File: config.mk
export PLATFORM = sky130hd
export DESIGN_NAME = pllr_top
export DESIGN_NICKNAME = d
export VERILOG_FILES = /design/src/verilog/pllr_pkg.sv /design/src/verilog/pllr_div.sv /design/src/verilog/pllr_top.sv
export SDC_FILE = /design/constraint.sdc
export NUM_CORES = 1
export LEC_CHECK = 0
export BUFFER_PORTS_ARGS = -buffer_cell sky130_fd_sc_hd__buf_2
export CAP_MARGIN = 20
export CORE_MARGIN = 2
export CORE_UTILIZATION = 40
export DETAILED_ROUTE_END_ITERATION = 12
export GPL_TIMING_DRIVEN = 0
export PLACE_DENSITY = 0.55
export RECOVER_POWER = 25
export SYNTH_ARGS = -nofsm -noshare
export SYNTH_HDL_FRONTEND = slang
export SYNTH_HIERARCHICAL = 1
export SYNTH_SLANG_ARGS = --single-unit
export TNS_END_PERCENT = 5
File: constraint.sdc
create_clock -name i_clk_sys -period 12.36 [get_ports i_clk_sys]
set_input_delay 0.618 -clock i_clk_sys [delete_from_list [all_inputs] [get_ports i_clk_sys]]
set_output_delay 0.618 -clock i_clk_sys [all_outputs]
set_load 0.02 [all_outputs]
File: src/verilog/pllr_pkg.sv
// constants, field layouts and state carriers for the clock synthesizer counters and output routing.
// assumes one 10 MHz system clock; reference and oscillator clocks arrive as asynchronous levels.
// Contract
// - only the first post divider may drive the dedicated external clock pins.
// - at most one external clock output: single-ended or one differential pair.
// - differential use drives the negative pin as complement of the positive pin.
// - single-ended use leaves the other pin free as ordinary user I/O.
// - with no external clock, both dedicated pins act as general-purpose I/O.
// - other post dividers reach pins only through the global clock network.
// - output frequency is reference times feedback count over pre-scale times post count.
// - exactly one pre-scale and one feedback counter, each programmable 1 to 512.
// - pre-scale divider only divides; it has no high/low duty setting.
// - five independent post dividers divide the oscillator clock for their own outputs.
// - an even duty post divider supports divide values up to 512.
// - an uneven duty post divider supports divide values only up to 256.
// - post divide value equals high count plus low count.
// - different outputs share one oscillator rate, each post divider dividing it down.
package pllr_pkg;
   localparam int PLLR_CW = 10;
   localparam int PLLR_PW = PLLR_CW + 1;
   localparam int PLLR_NPOST = 5;
   localparam int PLLR_AW = 8;
   localparam int PLLR_DW = 32;
   localparam int PLLR_NSYNC = 4;
   localparam logic [PLLR_PW-1:0] PLLR_MAX_EVEN = 11'h200;
   localparam logic [PLLR_PW-1:0] PLLR_MAX_ODD = 11'h100;
   localparam logic [PLLR_PW-1:0] PLLR_MAX_MN = 11'h200;

   // register byte addresses
   localparam logic [PLLR_AW-1:0] PLLR_A_CTRL = 8'h00;
   localparam logic [PLLR_AW-1:0] PLLR_A_PRE = 8'h04;
   localparam logic [PLLR_AW-1:0] PLLR_A_FB = 8'h08;
   localparam logic [PLLR_AW-1:0] PLLR_A_POST0 = 8'h0C;
   localparam logic [PLLR_AW-1:0] PLLR_A_STAT = 8'h20;

   // control fields
   localparam int PLLR_C_RUN = 0;
   localparam int PLLR_C_MODE = 1;
   localparam int PLLR_C_GOUT = 3;
   localparam int PLLR_C_GOE = 5;
   localparam int PLLR_C_W = 7;
   localparam logic [PLLR_C_W-1:0] PLLR_CTRL_RST = 7'h00;
   localparam int PLLR_P_LO = 16;
   localparam logic [PLLR_CW-1:0] PLLR_CNT_RST = 10'h001;

   // status fields
   localparam int PLLR_S_RUN = 0;
   localparam int PLLR_S_POK = 1;
   localparam int PLLR_S_NOK = 6;
   localparam int PLLR_S_MOK = 7;
   localparam int PLLR_S_PIN = 8;
   localparam int PLLR_S_GLOBAL_CLOCK_NETWORK = 10;

   // sync bit positions
   localparam int PLLR_Y_REF = 0;
   localparam int PLLR_Y_OSC = 1;
   localparam int PLLR_Y_PPOS = 2;
   localparam int PLLR_Y_PNEG = 3;

   typedef enum logic [1:0] {
      PLLR_EXT_GPIO = 2'h0,
      PLLR_EXT_SE_POS = 2'h1,
      PLLR_EXT_SE_NEG = 2'h2,
      PLLR_EXT_DIFF = 2'h3
   } pllr_ext_mode_t;

   typedef enum logic [1:0] {
      PLLR_ST_IDLE = 2'b01,
      PLLR_ST_RUN = 2'b10
   } pllr_fsm_t;

   typedef struct packed {
      logic [PLLR_CW-1:0] cnt;
      logic level;
      logic wrap;
   } pllr_div_st_t;

   typedef struct packed {
      logic psel;
      logic penable;
      logic pwrite;
      logic [PLLR_AW-1:0] paddr;
      logic [PLLR_DW-1:0] pwdata;
   } pllr_apb_req_t;

   typedef struct packed {
      logic pready;
      logic pslverr;
      logic [PLLR_DW-1:0] prdata;
   } pllr_apb_rsp_t;

   typedef struct packed {
      logic pos;
      logic neg;
      logic pos_oe_n;
      logic neg_oe_n;
   } pllr_pins_t;

   typedef struct packed {
      logic [PLLR_NSYNC-1:0] sync1;
      logic [PLLR_NSYNC-1:0] sync2;
      logic [1:0] prev;
      pllr_fsm_t fsm;
      logic [PLLR_C_W-1:0] ctrl;
      logic [PLLR_CW-1:0] pre;
      logic [PLLR_CW-1:0] fb;
      logic [PLLR_NPOST-1:0][PLLR_CW-1:0] hi;
      logic [PLLR_NPOST-1:0][PLLR_CW-1:0] lo;
      pllr_apb_rsp_t rsp;
      pllr_pins_t pins;
      logic [PLLR_NPOST-1:0] global_clock_network;
      logic pfd_ref;
      logic pfd_fb;
   } pllr_state_t;
endpackage

File: src/verilog/pllr_div.sv
// one programmable counter: high count steps high, then low count steps low, wrap pulse per period.
// assumes i_step is a one-cycle pulse on the system clock and counts stay stable while enabled.
module pllr_div
   import pllr_pkg::*;
(
   input wire logic i_clk_sys,
   input wire logic i_rst_n,
   input wire logic i_en,
   input wire logic i_step,
   input wire logic [PLLR_CW-1:0] i_high,
   input wire logic [PLLR_CW-1:0] i_low,
   output logic o_clk,
   output logic o_wrap
);
   pllr_div_st_t s_reg;
   pllr_div_st_t s_next;
   logic [PLLR_PW-1:0] period;
   logic [PLLR_PW-1:0] cnt_inc;
   logic [PLLR_PW-1:0] seen_reg;

   assign period = PLLR_PW'(i_high) + PLLR_PW'(i_low);
   assign cnt_inc = PLLR_PW'(s_reg.cnt) + PLLR_PW'(1);

   always_comb begin
      s_next = s_reg;
      s_next.wrap = 1'b0;
      if (!i_en) begin
         s_next = '0;
      end else if (i_step) begin
         if (cnt_inc >= period) begin
            s_next.cnt = '0;
            s_next.wrap = 1'b1;
         end else begin
            s_next.cnt = cnt_inc[PLLR_CW-1:0];
         end
         // level shows where the counter sits within the period
         s_next.level = (PLLR_PW'(s_next.cnt) < PLLR_PW'(i_high));
      end
   end

   always_ff @(posedge i_clk_sys or negedge i_rst_n) begin
      if (!i_rst_n) begin
         s_reg <= '0;
      end else begin
         s_reg <= s_next;
      end
   end

   assign o_clk = s_reg.level;
   assign o_wrap = s_reg.wrap;

   // step counter kept apart from the divider, only for checking
   always_ff @(posedge i_clk_sys or negedge i_rst_n) begin
      if (!i_rst_n) begin
         seen_reg <= '0;
      end else if (!i_en) begin
         seen_reg <= '0;
      end else if (s_reg.wrap) begin
         seen_reg <= i_step ? PLLR_PW'(1) : '0;
      end else if (i_step) begin
         seen_reg <= seen_reg + PLLR_PW'(1);
      end
   end
endmodule

File: src/verilog/pllr_top.sv
// counters and output routing of the clock synthesizer, with an APB register slave.
// assumes reference and oscillator clocks are far slower than i_clk_sys and arrive asynchronously.
//
// Our own choices: the register addresses and the APB interface to the registers.
module pllr_top
   import pllr_pkg::*;
(
   input wire logic i_clk_sys,
   input wire logic i_rst_n,
   input wire logic i_psel,
   input wire logic i_penable,
   input wire logic i_pwrite,
   input wire logic [PLLR_AW-1:0] i_paddr,
   input wire logic [PLLR_DW-1:0] i_pwdata,
   output logic o_pready,
   output logic o_pslverr,
   output logic [PLLR_DW-1:0] o_prdata,
   input wire logic i_ref_clk,
   input wire logic i_osc_clk,
   input wire logic i_ext_clock_out_pos,
   input wire logic i_ext_clock_out_neg,
   output logic o_ext_clock_out_pos,
   output logic o_ext_clock_out_pos_oe_n,
   output logic o_ext_clock_out_neg,
   output logic o_ext_clock_out_neg_oe_n,
   output logic [PLLR_NPOST-1:0] o_global_clock_network,
   output logic o_pfd_ref,
   output logic o_pfd_fb
);
   pllr_state_t s_reg;
   pllr_state_t s_next;
   pllr_apb_req_t req;
   logic ref_rise;
   logic osc_rise;
   logic run_en;
   logic pre_wrap;
   logic fb_wrap;
   logic [PLLR_NPOST-1:0] post_clk;
   logic [PLLR_NPOST-1:0] post_ok;
   logic pre_ok;
   logic fb_ok;
   logic all_ok;
   pllr_ext_mode_t mode;
   logic [1:0] gpio_out;
   logic [1:0] gpio_oe;

   assign req = '{psel: i_psel, penable: i_penable, pwrite: i_pwrite, paddr: i_paddr, pwdata: i_pwdata};

   // edges are taken from the second stage against a third, never from the first
   assign ref_rise = s_reg.sync2[PLLR_Y_REF] & ~s_reg.prev[0];
   assign osc_rise = s_reg.sync2[PLLR_Y_OSC] & ~s_reg.prev[1];
   assign run_en = (s_reg.fsm == PLLR_ST_RUN);
   assign mode = pllr_ext_mode_t'(s_reg.ctrl[PLLR_C_MODE +: 2]);
   assign gpio_out = s_reg.ctrl[PLLR_C_GOUT +: 2];
   assign gpio_oe = s_reg.ctrl[PLLR_C_GOE +: 2];

   function automatic logic cnt_ok(input logic [PLLR_CW-1:0] c);
      cnt_ok = (c != '0) && (PLLR_PW'(c) <= PLLR_MAX_MN);
   endfunction

   // even duty allows the long range, any other split the short one
   function automatic logic post_range_ok(input logic [PLLR_CW-1:0] h, input logic [PLLR_CW-1:0] l);
      logic [PLLR_PW-1:0] sum;
      sum = PLLR_PW'(h) + PLLR_PW'(l);
      if (sum == '0) begin
         post_range_ok = 1'b0;
      end else if (h == l) begin
         post_range_ok = (sum <= PLLR_MAX_EVEN);
      end else begin
         post_range_ok = (sum <= PLLR_MAX_ODD);
      end
   endfunction

   assign pre_ok = cnt_ok(s_reg.pre);
   assign fb_ok = cnt_ok(s_reg.fb);

   // pre-scale divides the reference; its level output is unused, only the wrap matters
   pllr_div u_pre (
      .i_clk_sys(i_clk_sys),
      .i_rst_n(i_rst_n),
      .i_en(run_en),
      .i_step(ref_rise),
      .i_high(s_reg.pre),
      .i_low('0),
      .o_clk(),
      .o_wrap(pre_wrap)
   );

   pllr_div u_fb (
      .i_clk_sys(i_clk_sys),
      .i_rst_n(i_rst_n),
      .i_en(run_en),
      .i_step(osc_rise),
      .i_high(s_reg.fb),
      .i_low('0),
      .o_clk(),
      .o_wrap(fb_wrap)
   );

   // all post dividers count the same oscillator edges
   for (genvar k = 0; k < PLLR_NPOST; k++) begin : g_post
      assign post_ok[k] = post_range_ok(s_reg.hi[k], s_reg.lo[k]);
      pllr_div u_post (
         .i_clk_sys(i_clk_sys),
         .i_rst_n(i_rst_n),
         .i_en(run_en),
         .i_step(osc_rise),
         .i_high(s_reg.hi[k]),
         .i_low(s_reg.lo[k]),
         .o_clk(post_clk[k]),
         .o_wrap()
      );
   end

   assign all_ok = pre_ok & fb_ok & (&post_ok);

   always_comb begin
      logic acc;
      logic hit;
      logic busy_wr;
      logic [PLLR_AW-1:0] off;
      logic [PLLR_AW-3:0] pidx;
      logic [PLLR_DW-1:0] rd;
      acc = 1'b0;
      hit = 1'b0;
      busy_wr = 1'b0;
      off = '0;
      pidx = '0;
      rd = '0;
      s_next = s_reg;

      s_next.sync1 = {i_ext_clock_out_neg, i_ext_clock_out_pos, i_osc_clk, i_ref_clk};
      s_next.sync2 = s_reg.sync1;
      s_next.prev = {s_reg.sync2[PLLR_Y_OSC], s_reg.sync2[PLLR_Y_REF]};

      // loop runs only on a complete, legal set of counts
      case (s_reg.fsm)
         PLLR_ST_IDLE: begin
            if (s_reg.ctrl[PLLR_C_RUN] && all_ok) begin
               s_next.fsm = PLLR_ST_RUN;
            end
         end
         PLLR_ST_RUN: begin
            if (!s_reg.ctrl[PLLR_C_RUN]) begin
               s_next.fsm = PLLR_ST_IDLE;
            end
         end
         default: begin
            s_next.fsm = PLLR_ST_IDLE;
         end
      endcase

      // apb: one wait cycle, answer registered
      acc = req.psel & req.penable;
      off = req.paddr - PLLR_A_POST0;
      pidx = off[PLLR_AW-1:2];
      if (req.paddr[1:0] == 2'h0) begin
         if (req.paddr == PLLR_A_CTRL) begin
            hit = 1'b1;
            rd = PLLR_DW'(s_reg.ctrl);
         end else if (req.paddr == PLLR_A_PRE) begin
            hit = 1'b1;
            rd = PLLR_DW'(s_reg.pre);
         end else if (req.paddr == PLLR_A_FB) begin
            hit = 1'b1;
            rd = PLLR_DW'(s_reg.fb);
         end else if (req.paddr >= PLLR_A_POST0 && req.paddr < PLLR_A_STAT) begin
            hit = 1'b1;
            rd = PLLR_DW'(s_reg.hi[pidx]);
            rd[PLLR_P_LO +: PLLR_CW] = s_reg.lo[pidx];
         end else if (req.paddr == PLLR_A_STAT) begin
            hit = 1'b1;
            rd[PLLR_S_RUN] = run_en;
            rd[PLLR_S_POK +: PLLR_NPOST] = post_ok;
            rd[PLLR_S_NOK] = pre_ok;
            rd[PLLR_S_MOK] = fb_ok;
            rd[PLLR_S_PIN +: 2] = s_reg.sync2[PLLR_Y_PPOS +: 2];
            rd[PLLR_S_GLOBAL_CLOCK_NETWORK +: PLLR_NPOST] = s_reg.global_clock_network;
         end
      end
      // counts are frozen while running so the outputs never glitch
      busy_wr = req.pwrite && run_en && hit && (req.paddr != PLLR_A_CTRL) && (req.paddr != PLLR_A_STAT);

      s_next.rsp.pready = acc & ~s_reg.rsp.pready;
      if (acc && !s_reg.rsp.pready) begin
         s_next.rsp.pslverr = ~hit | busy_wr | (req.pwrite & (req.paddr == PLLR_A_STAT));
         s_next.rsp.prdata = req.pwrite ? '0 : rd;
      end else if (!acc) begin
         s_next.rsp.pslverr = 1'b0;
         s_next.rsp.prdata = '0;
      end

      if (acc && s_reg.rsp.pready && req.pwrite && !s_reg.rsp.pslverr) begin
         if (req.paddr == PLLR_A_CTRL) begin
            s_next.ctrl = req.pwdata[PLLR_C_W-1:0];
         end else if (req.paddr == PLLR_A_PRE) begin
            s_next.pre = req.pwdata[PLLR_CW-1:0];
         end else if (req.paddr == PLLR_A_FB) begin
            s_next.fb = req.pwdata[PLLR_CW-1:0];
         end else if (req.paddr >= PLLR_A_POST0 && req.paddr < PLLR_A_STAT) begin
            s_next.hi[pidx] = req.pwdata[PLLR_CW-1:0];
            s_next.lo[pidx] = req.pwdata[PLLR_P_LO +: PLLR_CW];
         end
      end

      // only the first post divider has a path to the dedicated pins
      s_next.pins.pos = gpio_out[0];
      s_next.pins.neg = gpio_out[1];
      s_next.pins.pos_oe_n = ~gpio_oe[0];
      s_next.pins.neg_oe_n = ~gpio_oe[1];
      case (mode)
         PLLR_EXT_GPIO: begin
            s_next.pins.pos = gpio_out[0];
         end
         PLLR_EXT_SE_POS: begin
            s_next.pins.pos = post_clk[0];
            s_next.pins.pos_oe_n = 1'b0;
         end
         PLLR_EXT_SE_NEG: begin
            s_next.pins.neg = post_clk[0];
            s_next.pins.neg_oe_n = 1'b0;
         end
         PLLR_EXT_DIFF: begin
            s_next.pins.pos = post_clk[0];
            s_next.pins.neg = ~post_clk[0];
            s_next.pins.pos_oe_n = 1'b0;
            s_next.pins.neg_oe_n = 1'b0;
         end
         default: begin
            s_next.pins.pos = gpio_out[0];
         end
      endcase

      s_next.global_clock_network = post_clk;
      s_next.pfd_ref = pre_wrap;
      s_next.pfd_fb = fb_wrap;
   end

   always_ff @(posedge i_clk_sys or negedge i_rst_n) begin
      if (!i_rst_n) begin
         s_reg <= '0;
         s_reg.fsm <= PLLR_ST_IDLE;
         s_reg.ctrl <= PLLR_CTRL_RST;
         s_reg.pre <= PLLR_CNT_RST;
         s_reg.fb <= PLLR_CNT_RST;
         s_reg.hi <= {PLLR_NPOST{PLLR_CNT_RST}};
         s_reg.lo <= {PLLR_NPOST{PLLR_CNT_RST}};
         s_reg.pins.pos_oe_n <= 1'b1;
         s_reg.pins.neg_oe_n <= 1'b1;
      end else begin
         s_reg <= s_next;
      end
   end

   assign o_pready = s_reg.rsp.pready;
   assign o_pslverr = s_reg.rsp.pslverr;
   assign o_prdata = s_reg.rsp.prdata;
   assign o_ext_clock_out_pos = s_reg.pins.pos;
   assign o_ext_clock_out_neg = s_reg.pins.neg;
   assign o_ext_clock_out_pos_oe_n = s_reg.pins.pos_oe_n;
   assign o_ext_clock_out_neg_oe_n = s_reg.pins.neg_oe_n;
   assign o_global_clock_network = s_reg.global_clock_network;
   assign o_pfd_ref = s_reg.pfd_ref;
   assign o_pfd_fb = s_reg.pfd_fb;
endmodule
==> impl_metrics.json <==
{
  "status": "finished, violations left",
  "violations": "max-capacitance violations, max-slew violations",
  "io_pins": 94,
  "clockRootBuffer": "clkbuf_16",
  "grt.overflow.total": 0,
  "gp_congestion": 0.900,
  "drive_above_1_share_pct": 16.4,
  "r2r-end": "g_post[2].u_post/o_clk$_DFFE_PN0P_",
  "via_per_inst": 5.77,
  "period_minus_slack_ns": 6.76,
  "tightest_slew_ns": 4.38,
  "grt_use_total_pct": 22.9,
  "arrival_ns": 6.37,
  "grt_use_met3_pct": 3.91,
  "drt_first_pass_iters": 5,
  "clockBufferDepth": 3,
  "wl_mm": 64.3,
  "setup_tns_ns": 0,
  "antenna_cells": 0,
  "setup_violations": 0,
  "hold_path_end": "s_next[176]$_DFF_PN0_",
  "largest_register_ffs": 127,
  "die_x_um": 235,
  "grt_pass1_vias": 17600,
  "finalHoldViolations": 0,
  "regArea_um2": 6370,
  "synthCells": 2266,
  "vias": 18000,
  "drv_slew": 142,
  "worst-path-buf-inv": 2,
  "drc": 0,
  "h-tree-depth": 2,
  "insertion_delay_ns": 0.55,
  "cts_num_sinks": 254,
  "r2r_cells": 22,
  "cts_buffers": 34,
  "cp_top_family": "buffers and inverters",
  "drt_iter0_markers": 1222,
  "crit_type": "primary input to async pin",
  "max_stage_delay_ns": 3.22,
  "use_met1_pct": 31.5,
  "cts.repair.resized": 0,
  "ctsHoldBuffers": 0,
  "crit_top_cell": "clkbuf_1",
  "dieArea_um2": 55300,
  "antenna_found_initial": 1,
  "detail-route-antenna-nets": 0,
  "power.density_nw_per_um2": 84.0,
  "start_kind": "primary input",
  "rsz0062_at_grt": "no",
  "skew_ns": 0.0273,
  "rows": 84,
  "crit_required_ns": 11.98,
  "top_usage_layer": "met2",
  "slew_headroom_pct": -192,
  "min_from": "i_ref_clk",
  "post-route-util_pct": 45.6,
  "netlist_area_um2": 21400,
  "grtUsageMet2_pct": 36.5,
  "area_growth_pct": 12.3,
  "path_clk_slew_ns": 0.05,
  "grt_max_degree": 116,
  "critPathSlowestCell": "clkbuf_1",
  "ir_worst_vdd_v": 0.0000956,
  "dp_hpwl_mm": 49.5,
  "multi_input_area_um2": 14000,
  "fp.coreArea_um2": 52700,
  "yosysWarnings": 6,
  "min_period_over_period_pct": 54.7,
  "fillers": 5025,
  "syn_avg_cell_area_um2": 9.42,
  "nNetsFinal": 2725,
  "leakage_uw": 0.0116,
  "drt-wirelength-per-cell_um": 20.6,
  "hold_path.class": "primary input to flop",
  "timing.rr.start": "s_reg[115]$_DFFE_PN1P_",
  "grt_pass1_wl_mm": 100,
  "initial_core_util_pct": 40.6,
  "worstPathCellList": "clkbuf_1, clkbuf_1",
  "cts_tree": "yes",
  "hold_depth": 1,
  "critPathMaxFanout": 82,
  "fmax_mhz": 148,
  "postCtsSetupBuffers": 0,
  "maxCapViolations": 2,
  "portBuffers": 74,
  "cp-end-kind": "async pin",
  "rrSetupSlack_ns": 7.18,
  "chipHeight_um": 235
}
==> worst max path at each step <==
stage,startpoint,end,slack [ns],cells after the start
3_3_place_gp,i_rst_n,s_next[177]$_DFF_PN0_,5.74,1
6_report,i_rst_n,g_post[2].u_post/s_reg[6]$_DFFE_PN0P_,5.60,2
2_1_floorplan,s_reg[125]$_DFFE_PN1P_,g_post[3].u_post/o_clk$_DFFE_PN0P_,7.90,22
3_5_place_dp,s_reg[115]$_DFFE_PN1P_,g_post[2].u_post/o_clk$_DFFE_PN0P_,7.23,22
5_1_grt,i_rst_n,s_reg[68]$_DFFE_PN0P_,4.03,2
4_1_cts,s_reg[115]$_DFFE_PN1P_,g_post[2].u_post/o_clk$_DFFE_PN0P_,7.22,22
==> power by group <==
group	leakage, uW	internal [uW]	switching [uW]
Clock	0.000572	642	399
Sequential	0.00347	835	3.06
Combinational	0.00759	40.0	96.1
==> layout make-up <==
cell class                      instances  area share, %
Buffer                                112           2.72
Multi-Input combinational cell       1796           58.2
Sequential cell                       254           26.6
Inverter                              132           2.07
Tap cell                              688           3.59
Clock buffer                           50           4.30
Clock inverter                         11          0.605
Timing Repair Buffer                   81           1.99
==> layer usage <==
| layer | share of wire, % | vias to the layer above |
|---|---|---|
| met2 | 45 | 367 |
| met4 | 2.8 | 2 |
| met1 | 47 | 8916 |
| li1 | - | 8668 |
| met5 | 0.020 | - |
| met3 | 5.1 | 86 |
==> per-stage QoR <==
| stage | area (um2) | setup slack (ns) | power, uW | hold WS [ns] | instances |
|---|---|---|---|---|---|
| 2_1_floorplan | 21500 | 7.90 | 923 | 0.322 | 2294 |
| 3_3_place_gp | 22700 | 5.74 | 985 | 0.332 | 3056 |
| 3_5_place_dp | 22800 | 7.23 | 990 | 0.335 | 3062 |
| 4_1_cts | 24000 | 7.22 | 2040 | 0.00408 | 3123 |
| 5_1_grt | 24000 | 4.03 | 2090 | 0.167 | 3124 |
| 6_report | 24000 | 5.60 | 2020 | 0.177 | 3124 |
==> cells in the final DEF (no fill, tap or decap), types with 38 or more instances in the layout <==
cell	instances
buf_4	39
dfrtp_1	239
mux2_2	129
nor2_1	154
buf_2	88
clkbuf_1	46
xor2_1	97
ha_1	253
nand3_1	83
nand3b_1	42
o21ai_0	74
nor3_1	38
nand2_1	115
inv_1	131
a21oi_1	126
xnor2_1	40
No activity file was read; power rests on OpenSTA's default activity.
